**src/rtl/ece_pkg.sv**
```systemverilog
// Package for the encoder command executor: register offsets, codes, field layouts.
// Assumes one clock domain and a byte-wide serial register port outside this block.
package ece_pkg;
   localparam logic [7:0] ADDR_PIN_CMD_SER  = 8'h25;
   localparam logic [7:0] ADDR_PIN_CMD_EEP  = 8'h30;
   localparam logic [7:0] ADDR_REMOTE_START = 8'h5b;
   localparam logic [7:0] ADDR_BUF_FIRST    = 8'h5c;
   localparam logic [7:0] ADDR_BUF_LAST     = 8'h5d;
   localparam logic [7:0] ADDR_TARGET_ID    = 8'h5e;
   localparam logic [7:0] ADDR_SWITCH_TGT   = 8'h60;
   localparam logic [7:0] ADDR_EVENT_TALLY  = 8'h73;
   localparam logic [7:0] ADDR_COMMAND      = 8'h75;

   localparam logic [7:0] CMD_NONE      = 8'h00;
   localparam logic [7:0] CMD_WRITE_ALL = 8'h01;
   localparam logic [7:0] CMD_WRITE_OFF = 8'h02;
   localparam logic [7:0] CMD_ABS_RST   = 8'h03;
   localparam logic [7:0] CMD_NON_VER   = 8'h04;
   localparam logic [7:0] CMD_MT_REREAD = 8'h05;
   localparam logic [7:0] CMD_MT_VERIFY = 8'h06;
   localparam logic [7:0] CMD_SOFT_RST  = 8'h07;
   localparam logic [7:0] CMD_PRESET    = 8'h08;
   localparam logic [7:0] CMD_PRESET_ST = 8'h09;
   localparam logic [7:0] CMD_GEN_XFER  = 8'h0a;
   localparam logic [7:0] CMD_EVENT     = 8'h0b;
   localparam logic [7:0] CMD_SWITCH    = 8'h0c;
   localparam logic [7:0] CMD_CHECKSUM_VERIFY_CMD   = 8'h0d;
   localparam logic [7:0] CMD_CHECKSUM_RECOMPUTE_CMD  = 8'h0e;
   localparam logic [7:0] CMD_TCLK_HIGH = 8'h0f;
   localparam logic [7:0] CMD_TCLK_LOW  = 8'h10;

   localparam logic [1:0] PROT_L0       = 2'h0;
   localparam logic [1:0] PROT_L1_BOTH  = 2'h2;
   localparam logic [2:0] IFM_FIRST_PIN = 3'h2;
   localparam logic [1:0] MT_MODE_NONE  = 2'h0;
   localparam int         TGT_MODE_LSB  = 0;
   localparam int         TGT_MODE_MSB  = 2;
   localparam int         TGT_PROT_LSB  = 6;
   localparam int         TGT_PROT_MSB  = 7;
   localparam int         TDATA_BIT     = 0;
   localparam logic [1:0] XFER_RETRIES  = 2'h3;
   localparam logic [7:0] RST_BYTE      = 8'h00;

   // Step kinds issued to the external sequencers.
   typedef enum logic [2:0] {
      ECE_JOB_NONE, ECE_JOB_ABS, ECE_JOB_MT_READ, ECE_JOB_PRESET,
      ECE_JOB_EEP_WR, ECE_JOB_EEP_RD, ECE_JOB_CRC
   } ece_job_t;
endpackage : ece_pkg

```
**src/rtl/ece_cmd_exec.sv**
```systemverilog
// Command executor of a magnetic position encoder: decodes command bytes and the
// preset pin, sequences jobs for the position, EEPROM, CRC and transfer engines.
// Assumes a byte register port and engines that answer each job with one done pulse.
// Behaviour
// Each command byte runs its assigned action; unassigned codes do nothing.
// Absolute reset recalculates position, reads multiturn, restarts converters.
// Multiturn re-read never restarts the converters; host adds absolute reset.
// Multiturn verify compares external and counted value, flags mismatch.
// Soft reset clears state, reloads EEPROM config, then redefines absolute value.
// Preset adjusts stored offsets to the preset position and updates CRC8.
// Preset-and-store also writes the new offsets to EEPROM.
// Generic transfer runs only at protection levels 0 and 2.
// A failed transfer is retried at most three more times.
// Buffer first address is the RAM source or destination.
// Length is last minus first plus one.
// Remote start address is the first location in the target device.
// Host supplies the target ID with the direction bit included.
// Event command adds exactly one to the event tally.
// Host sets protection level zero before the switch command.
// Switch writes config with target mode and level, then restores originals.
// After switch, CRC error set if cyclic check on and targets differ.
// Target mode and level take effect only at startup or soft reset; here reset clears them to zero and only soft reset loads them.
// Target mode field bits 2:0 encode the eight interface modes.
// Target protection field bits 7:6 encode the four protection levels.
// CRC verify flags mismatch; recompute stores both checksums internally.
// Clock pin commands sample data pin first; only with multiturn mode zero.
// In interface modes 2 to 7 the preset pin falling edge runs a command.
// Pin command field uses command codes; 0x00 and 0xFF do nothing.
// The event tally wraps to zero silently.
// Commands run one at a time; new ones are ignored while busy.
`timescale 1ns/100ps
module ece_cmd_exec
   import ece_pkg::*;
(
   // Clock and reset
   input  wire logic           ref_clk_i,
   input  wire logic           rst_n_i,
   // Register port
   input  wire logic           reg_wr_i,
   input  wire logic [7:0]     reg_addr_i,
   input  wire logic [7:0]     reg_wdata_i,
   output logic      [7:0]     reg_rdata_o,
   // Configuration and status from the rest of the device
   input  wire logic [2:0]     interface_mode_i,
   input  wire logic [1:0]     protection_level_i,
   input  wire logic [1:0]     multiturn_mode_i,
   input  wire logic           cyclic_check_disable_i,
   input  wire logic [2:0]     eeprom_mode_i,
   input  wire logic [1:0]     eeprom_prot_i,
   // Pins
   input  wire logic           port_a_pin_zero_i,
   input  wire logic           turn_data_pin_i,
   output logic                turn_clock_pin_o,
   // Job handshake to the engines
   output ece_pkg::ece_job_t   job_o,
   output logic                job_go_o,
   output logic                job_store_o,
   input  wire logic           job_done_i,
   input  wire logic           job_fail_i,
   input  wire logic           mt_match_i,
   input  wire logic           crc_ok_i,
   // Transfer parameters
   output logic      [7:0]     xfer_id_o,
   output logic      [7:0]     xfer_ram_first_o,
   output logic      [8:0]     xfer_len_o,
   output logic      [7:0]     xfer_remote_o,
   // Effective configuration and status
   output logic      [2:0]     active_mode_o,
   output logic      [1:0]     active_prot_o,
   output logic      [2:0]     write_mode_o,
   output logic      [1:0]     write_prot_o,
   output logic                multiturn_mismatch_flag_o,
   output logic                crc_error_flag_o,
   output logic                eeprom_fault_flag_o,
   output logic                busy_o
);
   typedef enum logic [2:0] {
      ECE_IDLE, ECE_ISSUE, ECE_WAIT, ECE_DONE
   } ece_state_t;

   ece_state_t  state_ff;
   logic [7:0]  cmd_ff;
   logic [1:0]  step_ff;
   logic [7:0]  pin_cmd_ser_ff, pin_cmd_eep_ff, remote_ff, first_ff, last_ff, id_ff;
   logic [7:0]  event_tally_ff, switch_tgt_ff;
   logic        tdata_sample_ff, tclk_ff;
   logic        mm_ff, crc_ff, eep_ff, store_ff, go_ff;
   ece_job_t    job_ff;
   logic [2:0]  act_mode_ff, wr_mode_ff;
   logic [1:0]  act_prot_ff, wr_prot_ff;
   logic [7:0]  rdata_ff;
   logic        pin_fall, launch, relaunch, finish, gave_up;
   logic [7:0]  new_cmd;
   logic        pin_valid, cmd_known;

   ece_edge_detect u_pin_edge (
      .ref_clk_i (ref_clk_i),
      .rst_n_i   (rst_n_i),
      .level_i   (port_a_pin_zero_i),
      .enable_i  (interface_mode_i >= IFM_FIRST_PIN),
      .fall_o    (pin_fall)
   );

   assign pin_valid = (pin_cmd_ser_ff != CMD_NONE) && (pin_cmd_ser_ff <= CMD_TCLK_LOW);
   assign new_cmd   = (reg_wr_i && reg_addr_i == ADDR_COMMAND) ? reg_wdata_i
                    : (pin_fall && pin_valid) ? pin_cmd_ser_ff : CMD_NONE;
   assign cmd_known = (new_cmd != CMD_NONE) && (new_cmd <= CMD_TCLK_LOW);
   assign launch    = (state_ff == ECE_IDLE) && cmd_known;

   ece_xfer_retry u_retry (
      .ref_clk_i  (ref_clk_i),
      .rst_n_i    (rst_n_i),
      .start_i    (launch),
      .done_i     (job_done_i && state_ff == ECE_WAIT && job_ff == ECE_JOB_EEP_WR
                   && cmd_ff == CMD_GEN_XFER),
      .fail_i     (job_fail_i),
      .relaunch_o (relaunch),
      .finish_o   (finish),
      .gave_up_o  (gave_up)
   );

   // Writable registers.
   always_ff @(posedge ref_clk_i or negedge rst_n_i) begin
      if (!rst_n_i) begin
         pin_cmd_ser_ff <= RST_BYTE;
         pin_cmd_eep_ff <= RST_BYTE;
         remote_ff      <= RST_BYTE;
         first_ff       <= RST_BYTE;
         last_ff        <= RST_BYTE;
         id_ff          <= RST_BYTE;
         switch_tgt_ff  <= RST_BYTE;
      end else if (reg_wr_i) begin
         case (reg_addr_i)
            ADDR_PIN_CMD_SER:  pin_cmd_ser_ff <= reg_wdata_i;
            ADDR_PIN_CMD_EEP:  pin_cmd_eep_ff <= reg_wdata_i;
            ADDR_REMOTE_START: remote_ff      <= reg_wdata_i;
            ADDR_BUF_FIRST:    first_ff       <= reg_wdata_i;
            ADDR_BUF_LAST:     last_ff        <= reg_wdata_i;
            ADDR_TARGET_ID:    id_ff          <= reg_wdata_i;
            ADDR_SWITCH_TGT:   switch_tgt_ff  <= reg_wdata_i;
            default: ;
         endcase
      end
   end

   // Event tally: command increments win over a same-cycle register write.
   always_ff @(posedge ref_clk_i or negedge rst_n_i) begin
      if (!rst_n_i) begin
         event_tally_ff <= RST_BYTE;
      end else if (launch && new_cmd == CMD_EVENT) begin
         event_tally_ff <= event_tally_ff + 8'h01;
      end else if (reg_wr_i && reg_addr_i == ADDR_EVENT_TALLY) begin
         event_tally_ff <= reg_wdata_i;
      end
   end

   // Sequencer.
   always_ff @(posedge ref_clk_i or negedge rst_n_i) begin
      if (!rst_n_i) begin
         state_ff <= ECE_IDLE;
         cmd_ff   <= CMD_NONE;
         step_ff  <= 2'd0;
         job_ff   <= ECE_JOB_NONE;
         store_ff <= 1'b0;
         go_ff    <= 1'b0;
      end else begin
         go_ff <= 1'b0;
         case (state_ff)
            ECE_IDLE: begin
               if (launch) begin
                  cmd_ff   <= new_cmd;
                  step_ff  <= 2'd0;
                  state_ff <= ECE_ISSUE;
               end
            end
            ECE_ISSUE: begin
               store_ff <= 1'b0;
               state_ff <= ECE_WAIT;
               go_ff    <= 1'b1;
               case (cmd_ff)
                  CMD_WRITE_ALL, CMD_WRITE_OFF: begin
                     job_ff <= ECE_JOB_EEP_WR;
                     store_ff <= (cmd_ff == CMD_WRITE_ALL);
                  end
                  CMD_ABS_RST, CMD_NON_VER: job_ff <= ECE_JOB_ABS;
                  CMD_MT_REREAD, CMD_MT_VERIFY: job_ff <= ECE_JOB_MT_READ;
                  CMD_SOFT_RST: job_ff <= (step_ff == 2'd0) ? ECE_JOB_EEP_RD
                                                               : ECE_JOB_ABS;
                  CMD_PRESET: job_ff <= (step_ff == 2'd0) ? ECE_JOB_PRESET
                                                           : ECE_JOB_CRC;
                  CMD_PRESET_ST: begin
                     job_ff <= (step_ff == 2'd0) ? ECE_JOB_PRESET
                             : (step_ff == 2'd1) ? ECE_JOB_EEP_WR : ECE_JOB_CRC;
                  end
                  CMD_GEN_XFER: begin
                     if (protection_level_i == PROT_L0 ||
                         protection_level_i == PROT_L1_BOTH) begin
                        job_ff <= ECE_JOB_EEP_WR;
                     end else begin
                        go_ff    <= 1'b0;
                        state_ff <= ECE_DONE;
                     end
                  end
                  CMD_SWITCH: job_ff <= ECE_JOB_EEP_WR;
                  CMD_CHECKSUM_VERIFY_CMD, CMD_CHECKSUM_RECOMPUTE_CMD: begin
                     job_ff   <= ECE_JOB_CRC;
                     store_ff <= (cmd_ff == CMD_CHECKSUM_RECOMPUTE_CMD);
                  end
                  default: begin
                     go_ff    <= 1'b0;
                     state_ff <= ECE_DONE;
                  end
               endcase
            end
            ECE_WAIT: begin
               if (relaunch) begin
                  state_ff <= ECE_ISSUE;
               end else if (job_done_i) begin
                  step_ff <= step_ff + 2'd1;
                  if ((cmd_ff == CMD_SOFT_RST && step_ff == 2'd0) ||
                      (cmd_ff == CMD_PRESET && step_ff == 2'd0) ||
                      (cmd_ff == CMD_PRESET_ST && step_ff != 2'd2)) begin
                     state_ff <= ECE_ISSUE;
                  end else begin
                     state_ff <= ECE_DONE;
                  end
               end
            end
            ECE_DONE: begin
               job_ff   <= ECE_JOB_NONE;
               state_ff <= ECE_IDLE;
            end
            default: state_ff <= ECE_IDLE;
         endcase
      end
   end

   // Flags and the turn clock pin.
   always_ff @(posedge ref_clk_i or negedge rst_n_i) begin
      if (!rst_n_i) begin
         mm_ff           <= 1'b0;
         crc_ff          <= 1'b0;
         eep_ff          <= 1'b0;
         tclk_ff         <= 1'b0;
         tdata_sample_ff <= 1'b0;
      end else begin
         if (state_ff == ECE_WAIT && job_done_i) begin
            if (cmd_ff == CMD_MT_VERIFY && !mt_match_i) mm_ff <= 1'b1;
            if (job_ff == ECE_JOB_CRC && cmd_ff == CMD_CHECKSUM_VERIFY_CMD && !crc_ok_i)
               crc_ff <= 1'b1;
            if (cmd_ff == CMD_SWITCH && !cyclic_check_disable_i &&
                (switch_tgt_ff[TGT_MODE_MSB:TGT_MODE_LSB] != interface_mode_i ||
                 switch_tgt_ff[TGT_PROT_MSB:TGT_PROT_LSB] != protection_level_i))
               crc_ff <= 1'b1;
            if (job_ff == ECE_JOB_EEP_WR && cmd_ff != CMD_GEN_XFER)
               eep_ff <= job_fail_i;
         end
         if (gave_up) eep_ff <= 1'b1;
         if (launch && multiturn_mode_i == MT_MODE_NONE &&
             (new_cmd == CMD_TCLK_HIGH || new_cmd == CMD_TCLK_LOW)) begin
            tdata_sample_ff <= turn_data_pin_i;
            tclk_ff         <= (new_cmd == CMD_TCLK_HIGH);
         end
      end
   end

   // Active configuration: cleared by reset, loaded from the EEPROM image when the soft reset EEPROM read job finishes.
   always_ff @(posedge ref_clk_i or negedge rst_n_i) begin
      if (!rst_n_i) begin
         act_mode_ff <= '0;
         act_prot_ff <= '0;
         wr_mode_ff  <= '0;
         wr_prot_ff  <= '0;
      end else begin
         if (state_ff == ECE_WAIT && job_done_i && job_ff == ECE_JOB_EEP_RD) begin
            act_mode_ff <= eeprom_mode_i;
            act_prot_ff <= eeprom_prot_i;
         end
         if (state_ff == ECE_ISSUE && cmd_ff == CMD_SWITCH) begin
            wr_mode_ff <= switch_tgt_ff[TGT_MODE_MSB:TGT_MODE_LSB];
            wr_prot_ff <= switch_tgt_ff[TGT_PROT_MSB:TGT_PROT_LSB];
         end else if (state_ff == ECE_IDLE) begin
            wr_mode_ff <= interface_mode_i;
            wr_prot_ff <= protection_level_i;
         end
      end
   end

   // Read data, one cycle after the address.
   always_ff @(posedge ref_clk_i or negedge rst_n_i) begin
      if (!rst_n_i) begin
         rdata_ff <= RST_BYTE;
      end else begin
         case (reg_addr_i)
            ADDR_PIN_CMD_SER:  rdata_ff <= pin_cmd_ser_ff;
            ADDR_PIN_CMD_EEP:  rdata_ff <= pin_cmd_eep_ff;
            ADDR_REMOTE_START: rdata_ff <= remote_ff;
            ADDR_BUF_FIRST:    rdata_ff <= first_ff;
            ADDR_BUF_LAST:     rdata_ff <= last_ff;
            ADDR_TARGET_ID:    rdata_ff <= id_ff;
            ADDR_SWITCH_TGT:   rdata_ff <= {switch_tgt_ff[7:1], tdata_sample_ff};
            ADDR_EVENT_TALLY:  rdata_ff <= event_tally_ff;
            default:           rdata_ff <= RST_BYTE;
         endcase
      end
   end

   assign reg_rdata_o               = rdata_ff;
   assign turn_clock_pin_o          = tclk_ff;
   assign job_o                     = job_ff;
   assign job_go_o                  = go_ff;
   assign job_store_o               = store_ff;
   assign xfer_id_o                 = id_ff;
   assign xfer_ram_first_o          = first_ff;
   assign xfer_len_o                = {1'b0, last_ff} - {1'b0, first_ff} + 9'd1;
   assign xfer_remote_o             = remote_ff;
   assign active_mode_o             = act_mode_ff;
   assign active_prot_o             = act_prot_ff;
   assign write_mode_o              = wr_mode_ff;
   assign write_prot_o              = wr_prot_ff;
   assign multiturn_mismatch_flag_o = mm_ff;
   assign crc_error_flag_o          = crc_ff;
   assign eeprom_fault_flag_o       = eep_ff;
   assign busy_o                    = (state_ff != ECE_IDLE);
endmodule : ece_cmd_exec

```
**src/rtl/ece_edge_detect.sv**
```systemverilog
// Falling edge detector for the preset pin.
// Assumes the pin is already synchronous to the clock.
`timescale 1ns/100ps
module ece_edge_detect (
   // Clock and reset
   input  wire logic ref_clk_i,
   input  wire logic rst_n_i,
   // Pin
   input  wire logic level_i,
   input  wire logic enable_i,
   output logic      fall_o
);
   logic prev_ff;
   always_ff @(posedge ref_clk_i or negedge rst_n_i) begin
      if (!rst_n_i) begin
         prev_ff <= 1'b1;
      end else begin
         prev_ff <= level_i;
      end
   end
   assign fall_o = enable_i & prev_ff & ~level_i;
endmodule : ece_edge_detect

```
**src/rtl/ece_xfer_retry.sv**
```systemverilog
// Retry counter for generic transfers: a failed attempt relaunches up to a limit.
// Assumes the transfer engine answers each launch with one done pulse and a fail flag.
`timescale 1ns/100ps
module ece_xfer_retry
   import ece_pkg::*;
(
   // Clock and reset
   input  wire logic ref_clk_i,
   input  wire logic rst_n_i,
   // Control
   input  wire logic start_i,
   input  wire logic done_i,
   input  wire logic fail_i,
   output logic      relaunch_o,
   output logic      finish_o,
   output logic      gave_up_o
);
   logic [1:0] tries_ff;
   always_ff @(posedge ref_clk_i or negedge rst_n_i) begin
      if (!rst_n_i) begin
         tries_ff <= '0;
      end else if (start_i) begin
         tries_ff <= '0;
      end else if (relaunch_o) begin
         tries_ff <= tries_ff + 2'd1;
      end
   end
   assign relaunch_o = done_i & fail_i & (tries_ff != XFER_RETRIES);
   assign finish_o   = done_i & ~relaunch_o;
   assign gave_up_o  = finish_o & fail_i;
endmodule : ece_xfer_retry

```
**config.mk**
```make
export PLATFORM = sky130hd
export DESIGN_NAME = ece_cmd_exec
export DESIGN_NICKNAME = d
export VERILOG_FILES = /design/src/rtl/ece_pkg.sv /design/src/rtl/ece_cmd_exec.sv /design/src/rtl/ece_edge_detect.sv /design/src/rtl/ece_xfer_retry.sv
export SDC_FILE = /design/constraint.sdc
export NUM_CORES = 1
export LEC_CHECK = 0
export ABC_AREA = 1
export BUFFER_PORTS_ARGS = -buffer_cell sky130_fd_sc_hd__buf_2
export CAP_MARGIN = 40
export CELL_PAD_IN_SITES_DETAIL_PLACEMENT = 0
export CELL_PAD_IN_SITES_GLOBAL_PLACEMENT = 1
export CORE_MARGIN = 3
export CORE_UTILIZATION = 38
export CTS_CLUSTER_DIAMETER = 80
export DETAILED_ROUTE_END_ITERATION = 6
export PLACE_DENSITY_LB_ADDON = 0.15
export SETUP_SLACK_MARGIN = 0.5
export SLEW_MARGIN = 20
export SYNTH_ARGS = -nofsm -noshare
export SYNTH_HDL_FRONTEND = slang
export SYNTH_SLANG_ARGS = --single-unit
```
**constraint.sdc**
```tcl
create_clock -name ref_clk_i -period 2.43 [get_ports ref_clk_i]
set_input_delay 0.486 -clock ref_clk_i [delete_from_list [all_inputs] [get_ports ref_clk_i]]
set_output_delay 0.486 -clock ref_clk_i [all_outputs]
set_load 0.02 [all_outputs]
```
==> results of run 1 <==
registers in the layout (all words and copies together), names as in the netlist, 3 cells and up:
register          flops
xfer_ram_first_o      8
reg_rdata_o           8
active_mode_o         3
event_tally_ff        8
last_ff               8
pin_cmd_eep_ff        8
job_o                 3
cmd_ff                8
xfer_id_o             8
switch_tgt_ff         8
xfer_remote_o         8
write_mode_o          3
pin_cmd_ser_ff        8
layout by cell type (no fill, tap or decap), drive strengths merged, types with 2 or more instances in the layout:
cell type and count:
a221oi 9, or2 2, o21a 8, dfrtp 106
nor4 4, nand3 48, xnor2 6, buf 164
xor2 10, nor3 12, o22ai 10, mux2 5
nand2 201, o211ai 3, nand3b 2, inv 116
ha 20, clkinvlp 2, nand4 23, clkbuf 10
a21oi 12, a31oi 2, o21ai 74, nor2 73
o221ai 2
layout make-up:
cell class / count / area, um2
repair buffers: 164 / 1080
flip-flops and latches: 107 / 2690
inverters: 113 / 442
clock buffers: 10 / 239
clock inverters: 6 / 71.3
multi-input cells: 532 / 3300
fillers: 1472 / 7160
repair inverters: 1 / 11.3
well taps: 211 / 264
repair_timing:
action / 4_1_cts / 5_1_grt
hold buffers: 0 / 0
setup buffers: 14 / 11
endpoints found under the setup margin: 35 / 45
resized for setup: 54 / 79
gates cloned: 1 / 3
pin swaps: 44 / 45
path summary, 6_finish.rpt:
path                                                 from                   endpoint  cells past startpoint
worst min-delay path                              rst_n_i               xfer_id_o[3]                      1
min in group ref_clk_i                  port_a_pin_zero_i         u_pin_edge.prev_ff                      1
worst max register to register         u_pin_edge.prev_ff          event_tally_ff[0]                     13
max in group asynchronous                         rst_n_i             reg_rdata_o[0]                      2
worst min register to register  multiturn_mismatch_flag_o  multiturn_mismatch_flag_o                      1
worst max-delay path                           last_ff[3]              xfer_len_o[8]                     10
stage by stage:
step	setup TNS [ps]	setup slack (ps)	hold slack, ps
2_1_floorplan	-153	-77.0	190
3_3_place_gp	-162	-103	451
3_5_place_dp	-183	-110	465
4_1_cts	-1390	-371	155
5_1_grt	-1990	-496	169
6_report	-1410	-378	131
metal layers:
| layer | global-route usage (%) | wire length [um] |
|---|---|---|
| met2 | 35.8 | 9210 |
| met5 | 0 | 0 |
| met1 | 31.8 | 8790 |
| met3 | 2.80 | 848 |
| met4 | 5.81 | 274 |
power breakdown:
| part | internal (mW) | switching [mW] | leakage [nW] |
|---|---|---|---|
| clock | 0.838 | 0.713 | 0.146 |
| combinational | 0.722 | 1.09 | 2.52 |
| sequential | 1.98 | 0.159 | 1.35 |
| total | 3.54 | 1.96 | 4.01 |
kinds of logic after synthesis:
kind of cell | Yosys count | synth area share, %
AOI/OAI and AO/OA | 125 | 12.3
adders and majority gates | 21 | 4.55
muxes | 5 | 0.948
and+or+nand+nor | 362 | 26.7
DFF | 107 | 45.1
xor gates and xnor gates | 16 | 2.36
buffers and inverters | 125 | 8.13
==> flow_summary.yaml, run 1 <==
drt:
  viasPerCell: 5.05
  final_antenna_net_count: 0
  via_count: 5781
  detailedRoute.firstPassIterationCount: 5
  drtIter0Drc: 372
  drc: 0
  drt-wirelength-per-cell_um: 16.7
  routed_wirelength_um: 19100
setup_path:
  crit_path_start_kind: "flop"
  critical_path_buf_inv_count: 1
  r2r_setup_slack_ps: 390
  cp_slowest_stage_delay_ps: 420
  critPathTopFamily: "compound AO/OA/AOI/OAI gates"
  crit_fanout: 3
  crit_type: "reg -> out"
  critical-path-top-cell-by-count: "sky130_fd_sc_hd__a21oi_2"
  crit_chain: "ha_4 > ha_4 > a21oi_2 > nand2_1 > a21o_1 > a21oi_2 > o21ai_1 > a21oi_2 > xor2_2 > buf_6"
  required_ps: 1940
  worst_path_max_delay_cell: "sky130_fd_sc_hd__dfrtp_1"
  crit_arrival_ps: 2320
  setup.worst_path.end_class: "primary output"
layout:
  final_area_um2: 8100
  antenna_cells_inserted: 0
  layout-area-overhead-vs-synth_pct: 36.3
  drive_gt1_share_pct: 33.7
  postLayoutCoreUtil_pct: 53.1
  non_filler_instances: 1144
  num-nets-final: 987
global_routing:
  vias_in_the_first_global_route: 5277
  grt_start_max_net_pins: 46
  first_pass_grt_wire_length_um: 28900
  grt_overflow: 0
  track_usage_pct: 22.2
  initial_antenna_violation_count: 0
clock_tree:
  clkTransAtPathRegs_ps: 70
  cts.sinks: 107
  cts.path.max_buffers: 2
  worst_skew_pair.late_latency_ps: 360
  cts_tree: "yes"
  cts_root_buffer: "sky130_fd_sc_hd__clkbuf_16"
  numCtsBuffers: 9
  htree_levels: 3
yosys:
  synth_common_cells: "sky130_fd_sc_hd__nand2_1, sky130_fd_sc_hd__inv_1, sky130_fd_sc_hd__dfrtp_1"
  ys_async_sr_fraction_pct: 100
  synth.ff_latch_count: 107
  post_synth_num_cell_types: 42
  syn_area_um2: 5940
  netlist_instances: 761
  most_used_dff_post_synth: "sky130_fd_sc_hd__dfrtp_1"
  synth_top_cell_by_area: "sky130_fd_sc_hd__dfrtp_1"
  synth.yosys.seq_area_share_pct: 45.1
  number_of_enable_flip_flop_cells_after_synthesis: 0
  synth_fp_nets: 820
  synth_warnings: 0
  synth.avg_cell_area_um2: 7.81
  synth.top_cell.area_share_pct: 44.6
  yosysMostFrequentCell: "sky130_fd_sc_hd__nand2_1"
  ys_top_cells_by_area: "sky130_fd_sc_hd__dfrtp_1, sky130_fd_sc_hd__nand2_1, sky130_fd_sc_hd__inv_1"
timing:
  setup_repair_after_global_routing_missed_its_margin: "true"
  timing.final.hold_violations: 0
  slew_violations: 0
  setup_violating_endpoint_count_in_the_final_report: 5
  timing.fmax_ghz: 0.356
  period_minus_slack_ps: 2810
  timing.final.crit_share_pct: 116
  worst_slew_pin_slew_ps: 621
  normalized_max_slew_margin_pct: 58.6
  fin_skew_ps: 12.8
  least_setup_slack_across_all_paths_after_layout_ps: -378
placed_design:
  dpl_wire_length_um: 14100
  placement.cell_area_um2: 7090
  buffer_ports.inserted: 98
  gpl.final_weighted_congestion: 0.847
  dpl.cell_count: 1099
die:
  die_height_um: 131
  floorplan.io_pins: 99
  fp.dieW_um: 131
  die-area_um2: 17200
  rows: 45
  initial_core_util_pct: 38.9
  core-area_um2: 15300
power_and_ir_drop:
  p_leak_nw: 4.01
  max-vdd-ir-drop_uv: 310
  powerDensity_nw_per_um2: 679
  total_power_mw: 5.50
run_status:
  status: "finished with violations"
  violated_checks: "setup timing"
hold_path:
  min-delay-path-class: "in -> async"
job:
  max_cap_viol_count: 0
No activity file was read; power rests on OpenSTA's default activity.
==> run 2: changes to the inputs <==
Settings changed: CORE_ASPECT_RATIO from default to 1.25, SETUP_SLACK_MARGIN 0.5 to 0.4.
==> flow_summary.yaml, run 2 (synthesized netlist as in run 1, its figures left out) <==
hold_path:
  min-delay-path-class: "in -> async"
power_and_ir_drop:
  power.switching_mw: 1.92
  powerDensity_nw_per_um2: 689
  combPwrFrac_pct: 33.4
  total_power_mw: 5.48
  sw_frac_of_total_pct: 35.0
  seq_power_share_pct: 39.0
  p_leak_nw: 3.95
  internal_power_mw: 3.56
  power_frac_clock_pct: 27.6
  max-vdd-ir-drop_uv: 556
clock_tree:
  worst_skew_pair.late_latency_ps: 350
  htree_levels: 3
  numCtsBuffers: 9
  cts_root_buffer: "sky130_fd_sc_hd__clkbuf_16"
  cts_tree: "yes"
  cts.sinks: 107
  clkTransAtPathRegs_ps: 80
  cts.path.max_buffers: 2
timing:
  timing.fmax_ghz: 0.351
  timing.final.hold_violations: 0
  least_setup_slack_across_all_paths_after_layout_ps: -418
  setup_repair_after_global_routing_missed_its_margin: "true"
  fin_skew_ps: 8.85
  tns_ps: -1780
  normalized_max_slew_margin_pct: 60.0
  period_minus_slack_ps: 2850
  slew_violations: 0
  worst_slew_pin_slew_ps: 600
  timing.final.crit_share_pct: 117
  setup_violating_endpoint_count_in_the_final_report: 6
global_routing:
  track_usage_pct: 21.1
  grt_start_max_net_pins: 40
  first_pass_grt_wire_length_um: 28800
  initial_antenna_violation_count: 0
  vias_in_the_first_global_route: 5606
  grt_overflow: 0
setup_path:
  required_ps: 1940
  critical_path.reg2reg.startpoint: "pin_cmd_ser_ff[0]"
  cp_slowest_stage_delay_ps: 430
  crit_path_start_kind: "flop"
  worst_path_max_delay_cell: "sky130_fd_sc_hd__dfrtp_2"
  critPathTopFamily: "compound AO/OA/AOI/OAI gates"
  crit_chain: "inv_2 > ha_4 > ha_4 > a21oi_2 > nand2_1 > a21o_1 > a21oi_2 > o21ai_2 > a21oi_2 > xor2_2 > buf_4"
  setup.worst_path.end_class: "primary output"
  critical-path-top-cell-by-count: "sky130_fd_sc_hd__a21oi_2"
  setup.worst_path.start: "xfer_ram_first_o[3]"
  crit_arrival_ps: 2360
  critical_path_buf_inv_count: 2
  crit_type: "reg -> out"
  crit_fanout: 3
run_status:
  violated_checks: "setup timing"
  status: "finished with violations"
die:
  floorplan.io_pins: 99
  initial_core_util_pct: 39.2
  fp.dieW_um: 118
  core-area_um2: 15100
  die_height_um: 146
  die-area_um2: 17200
  rows: 50
layout:
  mostFrequentLayoutCell: "sky130_fd_sc_hd__nand2_1"
  antenna_cells_inserted: 0
  drive_gt1_share_pct: 30.6
  layout.cells.most_common_list: "sky130_fd_sc_hd__nand2_1, sky130_fd_sc_hd__inv_1, sky130_fd_sc_hd__dfrtp_1"
  postLayoutCoreUtil_pct: 52.5
  layout-area-overhead-vs-synth_pct: 33.7
  final_area_um2: 7940
  num-nets-final: 977
drt:
  drt-wirelength-per-cell_um: 16.7
  detailedRoute.firstPassIterationCount: 5
  final_antenna_net_count: 0
  drtIter0Drc: 284
  drc: 0
  routed_wirelength_um: 18900
  viasPerCell: 5.11
  via_count: 5776
job:
  max_cap_viol_count: 0
placed_design:
  gpl.final_weighted_congestion: 0.862
  placement.cell_area_um2: 7030
  buffer_ports.inserted: 98
  dpl_wire_length_um: 14500
## run 2: routing by layer
layer	wire length, um	part of all wire [%]	up-vias	global-route usage (%)
li1	-	-	2811	-
met1	7850	42	2770	26.6
met2	9570	51	158	35.8
met3	849	4.5	37	3.34
met4	648	3.4	0	9.68
met5	0	0	-	0
## run 2: power groups by stage
stage               registers, mW  clock network [mW]  logic, mW
floorplan                    2.24                   0      0.860
CTS                          2.13                1.54       1.67
global placement             2.16                   0       1.50
global route                 2.16                1.61       2.01
detailed placement           2.16                   0       1.53
finish                       2.14                1.51       1.83
## run 2: layout make-up
cell class	count	area, um2
well taps	208	260
multi-input cells	531	3230
repair buffers	155	1020
fillers	1500	7200
flip-flops and latches	107	2680
inverters	113	434
clock inverters	4	56.3
clock buffers	12	246
repair inverters	1	16.3
## run 2: timing repair
item / CTS / global route
buffers inserted: 4 / 12
gates cloned: 0 / 4
pin swaps: 14 / 42
endpoints found under the setup margin: 30 / 34
gates resized for setup: 28 / 84
hold buffers: 0 / 0
endpoints found under the hold margin: 0 / 0
## run 2: per-stage QoR
step | instances | worst slack, ps | hold WS, ps
6_report | 1131 | -418 | 90.2
5_1_grt | 1131 | -537 | 130
2_1_floorplan | 761 | -77.0 | 190
4_1_cts | 1115 | -374 | 103
3_3_place_gp | 1095 | -101 | 449
3_5_place_dp | 1095 | -136 | 450
## run 2: worst paths after layout
path / end / slack, ps / cells after the start
worst max-delay path: xfer_len_o[8] / -420 / 11
worst min-delay path: active_mode_o[1] / 90 / 1
worst max register to register: cmd_ff[3] / 370 / 15
worst min register to register: multiturn_mismatch_flag_o / 460 / 1
max in group asynchronous: u_pin_edge.prev_ff / 1650 / 2
min in group ref_clk_i: u_pin_edge.prev_ff / 250 / 1
==> run 3: changes to the inputs <==
Settings changed: CORE_ASPECT_RATIO 1.25 to default.
==> flow_summary.yaml, run 3 (synthesized netlist as in run 1, its figures left out) <==
run_status:
  status: "finished with violations"
  violated_checks: "setup timing"
global_routing:
  vias_in_the_first_global_route: 5402
  grt_overflow: 0
  first_pass_grt_wire_length_um: 29000
  initial_antenna_violation_count: 0
  track_usage_pct: 22.1
  grt_start_max_net_pins: 46
timing:
  least_setup_slack_across_all_paths_after_layout_ps: -444
  timing.fmax_ghz: 0.348
  worst_slew_pin_slew_ps: 668
  setup_violating_endpoint_count_in_the_final_report: 6
  setup_repair_after_global_routing_missed_its_margin: "true"
  normalized_max_slew_margin_pct: 55.2
  slew_violations: 0
  timing.final.crit_share_pct: 118
  timing.final.hold_violations: 0
  fin_skew_ps: 13.3
  period_minus_slack_ps: 2870
power_and_ir_drop:
  seq_power_share_pct: 37.5
  combPwrFrac_pct: 33.4
  powerDensity_nw_per_um2: 697
  total_power_mw: 5.69
  internal_power_mw: 3.69
  p_leak_nw: 4.06
  power.switching_mw: 1.99
  sw_frac_of_total_pct: 35.0
  power_frac_clock_pct: 29.1
  max-vdd-ir-drop_uv: 321
die:
  core-area_um2: 15300
  die_height_um: 131
  fp.dieW_um: 131
  rows: 45
  floorplan.io_pins: 99
  die-area_um2: 17200
  initial_core_util_pct: 38.9
setup_path:
  critPathTopFamily: "compound AO/OA/AOI/OAI gates"
  crit_type: "reg -> out"
  cp_slowest_stage_delay_ps: 410
  crit_path_start_kind: "flop"
  worst_path_max_delay_cell: "sky130_fd_sc_hd__dfrtp_2"
  crit_arrival_ps: 2390
  r2r_cells: 12
  required_ps: 1940
  setup.worst_path.end_class: "primary output"
  critical_path_buf_inv_count: 2
  crit_fanout: 3
  worst-path-stages: 11
  crit_chain: "inv_2 > ha_4 > ha_4 > a21oi_4 > nand2_2 > a21o_1 > a21oi_2 > o21ai_2 > a21oi_2 > xor2_2 > buf_6"
drt:
  viasPerCell: 5.04
  routed_wirelength_um: 18800
  final_antenna_net_count: 0
  drt-wirelength-per-cell_um: 16.5
  drtIter0Drc: 389
  drc: 0
  via_count: 5758
  detailedRoute.firstPassIterationCount: 5
clock_tree:
  clkTransAtPathRegs_ps: 70
  worst_skew_pair.late_latency_ps: 360
  cts_root_buffer: "sky130_fd_sc_hd__clkbuf_16"
  htree_levels: 3
  cts_tree: "yes"
  cts.path.max_buffers: 2
  numCtsBuffers: 9
  cts.sinks: 107
layout:
  final.fill_count: 1452
  drive_gt1_share_pct: 33.2
  multi_input_area_um2: 3320
  layout.cells.most_common_list: "sky130_fd_sc_hd__nand2_1, sky130_fd_sc_hd__dfrtp_1, sky130_fd_sc_hd__inv_1"
  regArea_um2: 2680
  num-nets-final: 986
  mostFrequentLayoutCell: "sky130_fd_sc_hd__nand2_1"
  layout-area-overhead-vs-synth_pct: 37.3
  antenna_cells_inserted: 0
placed_design:
  dpl_wire_length_um: 14000
  gpl.final_weighted_congestion: 0.856
  buffer_ports.inserted: 98
  place_worst_setup_slack_ps: -114
job:
  max_cap_viol_count: 0
hold_path:
  min-delay-path-class: "in -> async"
-- run 3: cell count changes in the layout (fill, tap and decap cells not counted), sizes merged --
cell,change
bufinv,+1
clkinvlp,+1
clkbuf,-2
buf,+9
-- run 3: cell type report --
cell class / instances / share of cell area, %
Clock inverter: 6 / 1.18
Multi-Input combinational cell: 531 / 40.7
Tap cell: 211 / 3.24
Sequential cell: 107 / 32.9
Timing Repair inverter: 1 / 0.138
Clock buffer: 10 / 2.93
Timing Repair Buffer: 164 / 13.6
Inverter: 113 / 5.35
-- run 3: final timing paths --
kind,end,start,slack [ps]
worst min register to register,crc_error_flag_o,crc_error_flag_o,480
min in group ref_clk_i,u_pin_edge.prev_ff,port_a_pin_zero_i,250
worst max register to register,event_tally_ff[1],pin_cmd_ser_ff[7],410
max in group asynchronous,xfer_ram_first_o[7],rst_n_i,1570
worst max-delay path,xfer_len_o[8],xfer_ram_first_o[3],-440
worst min-delay path,last_ff[3],rst_n_i,120
-- run 3: stage by stage --
stage	cells	TNS (ps)	cell area, um2	hold slack [ps]	utilization (%)
after detailed placement	1096	-221	7020	461	46.0
after global routing	1143	-2380	8160	160	53.5
after global placement	1096	-156	7020	450	46.0
after CTS	1121	-1380	7550	144	49.5
after floorplan	761	-153	6020	190	-
final	1143	-1770	8160	123	53.5
-- run 3: power groups by stage --
stage                     logic [mW]  clock network (mW)  registers, mW
after global placement          1.50                   0           2.15
after CTS                       1.69                1.69           2.12
final                           1.90                1.65           2.13
after detailed placement        1.52                   0           2.15
after global routing            2.09                1.76           2.16
after floorplan                0.860                   0           2.24
-- run 3: timing repair --
item	in CTS	in global routing
endpoints found under the setup margin	29	48
pin swaps	15	52
hold buffers	0	0
gates resized for setup	32	103
buffers inserted	8	20
cloned	1	2
-- run 3: layer usage --
metal / track usage (%) / part of all wire, % / vias to the layer above
li1: - / - / 2842
met1: 31.5 / 47 / 2774
met3: 2.76 / 4.0 / 17
met2: 35.5 / 47 / 125
met5: 0 / 0 / -
met4: 5.93 / 1.5 / 0
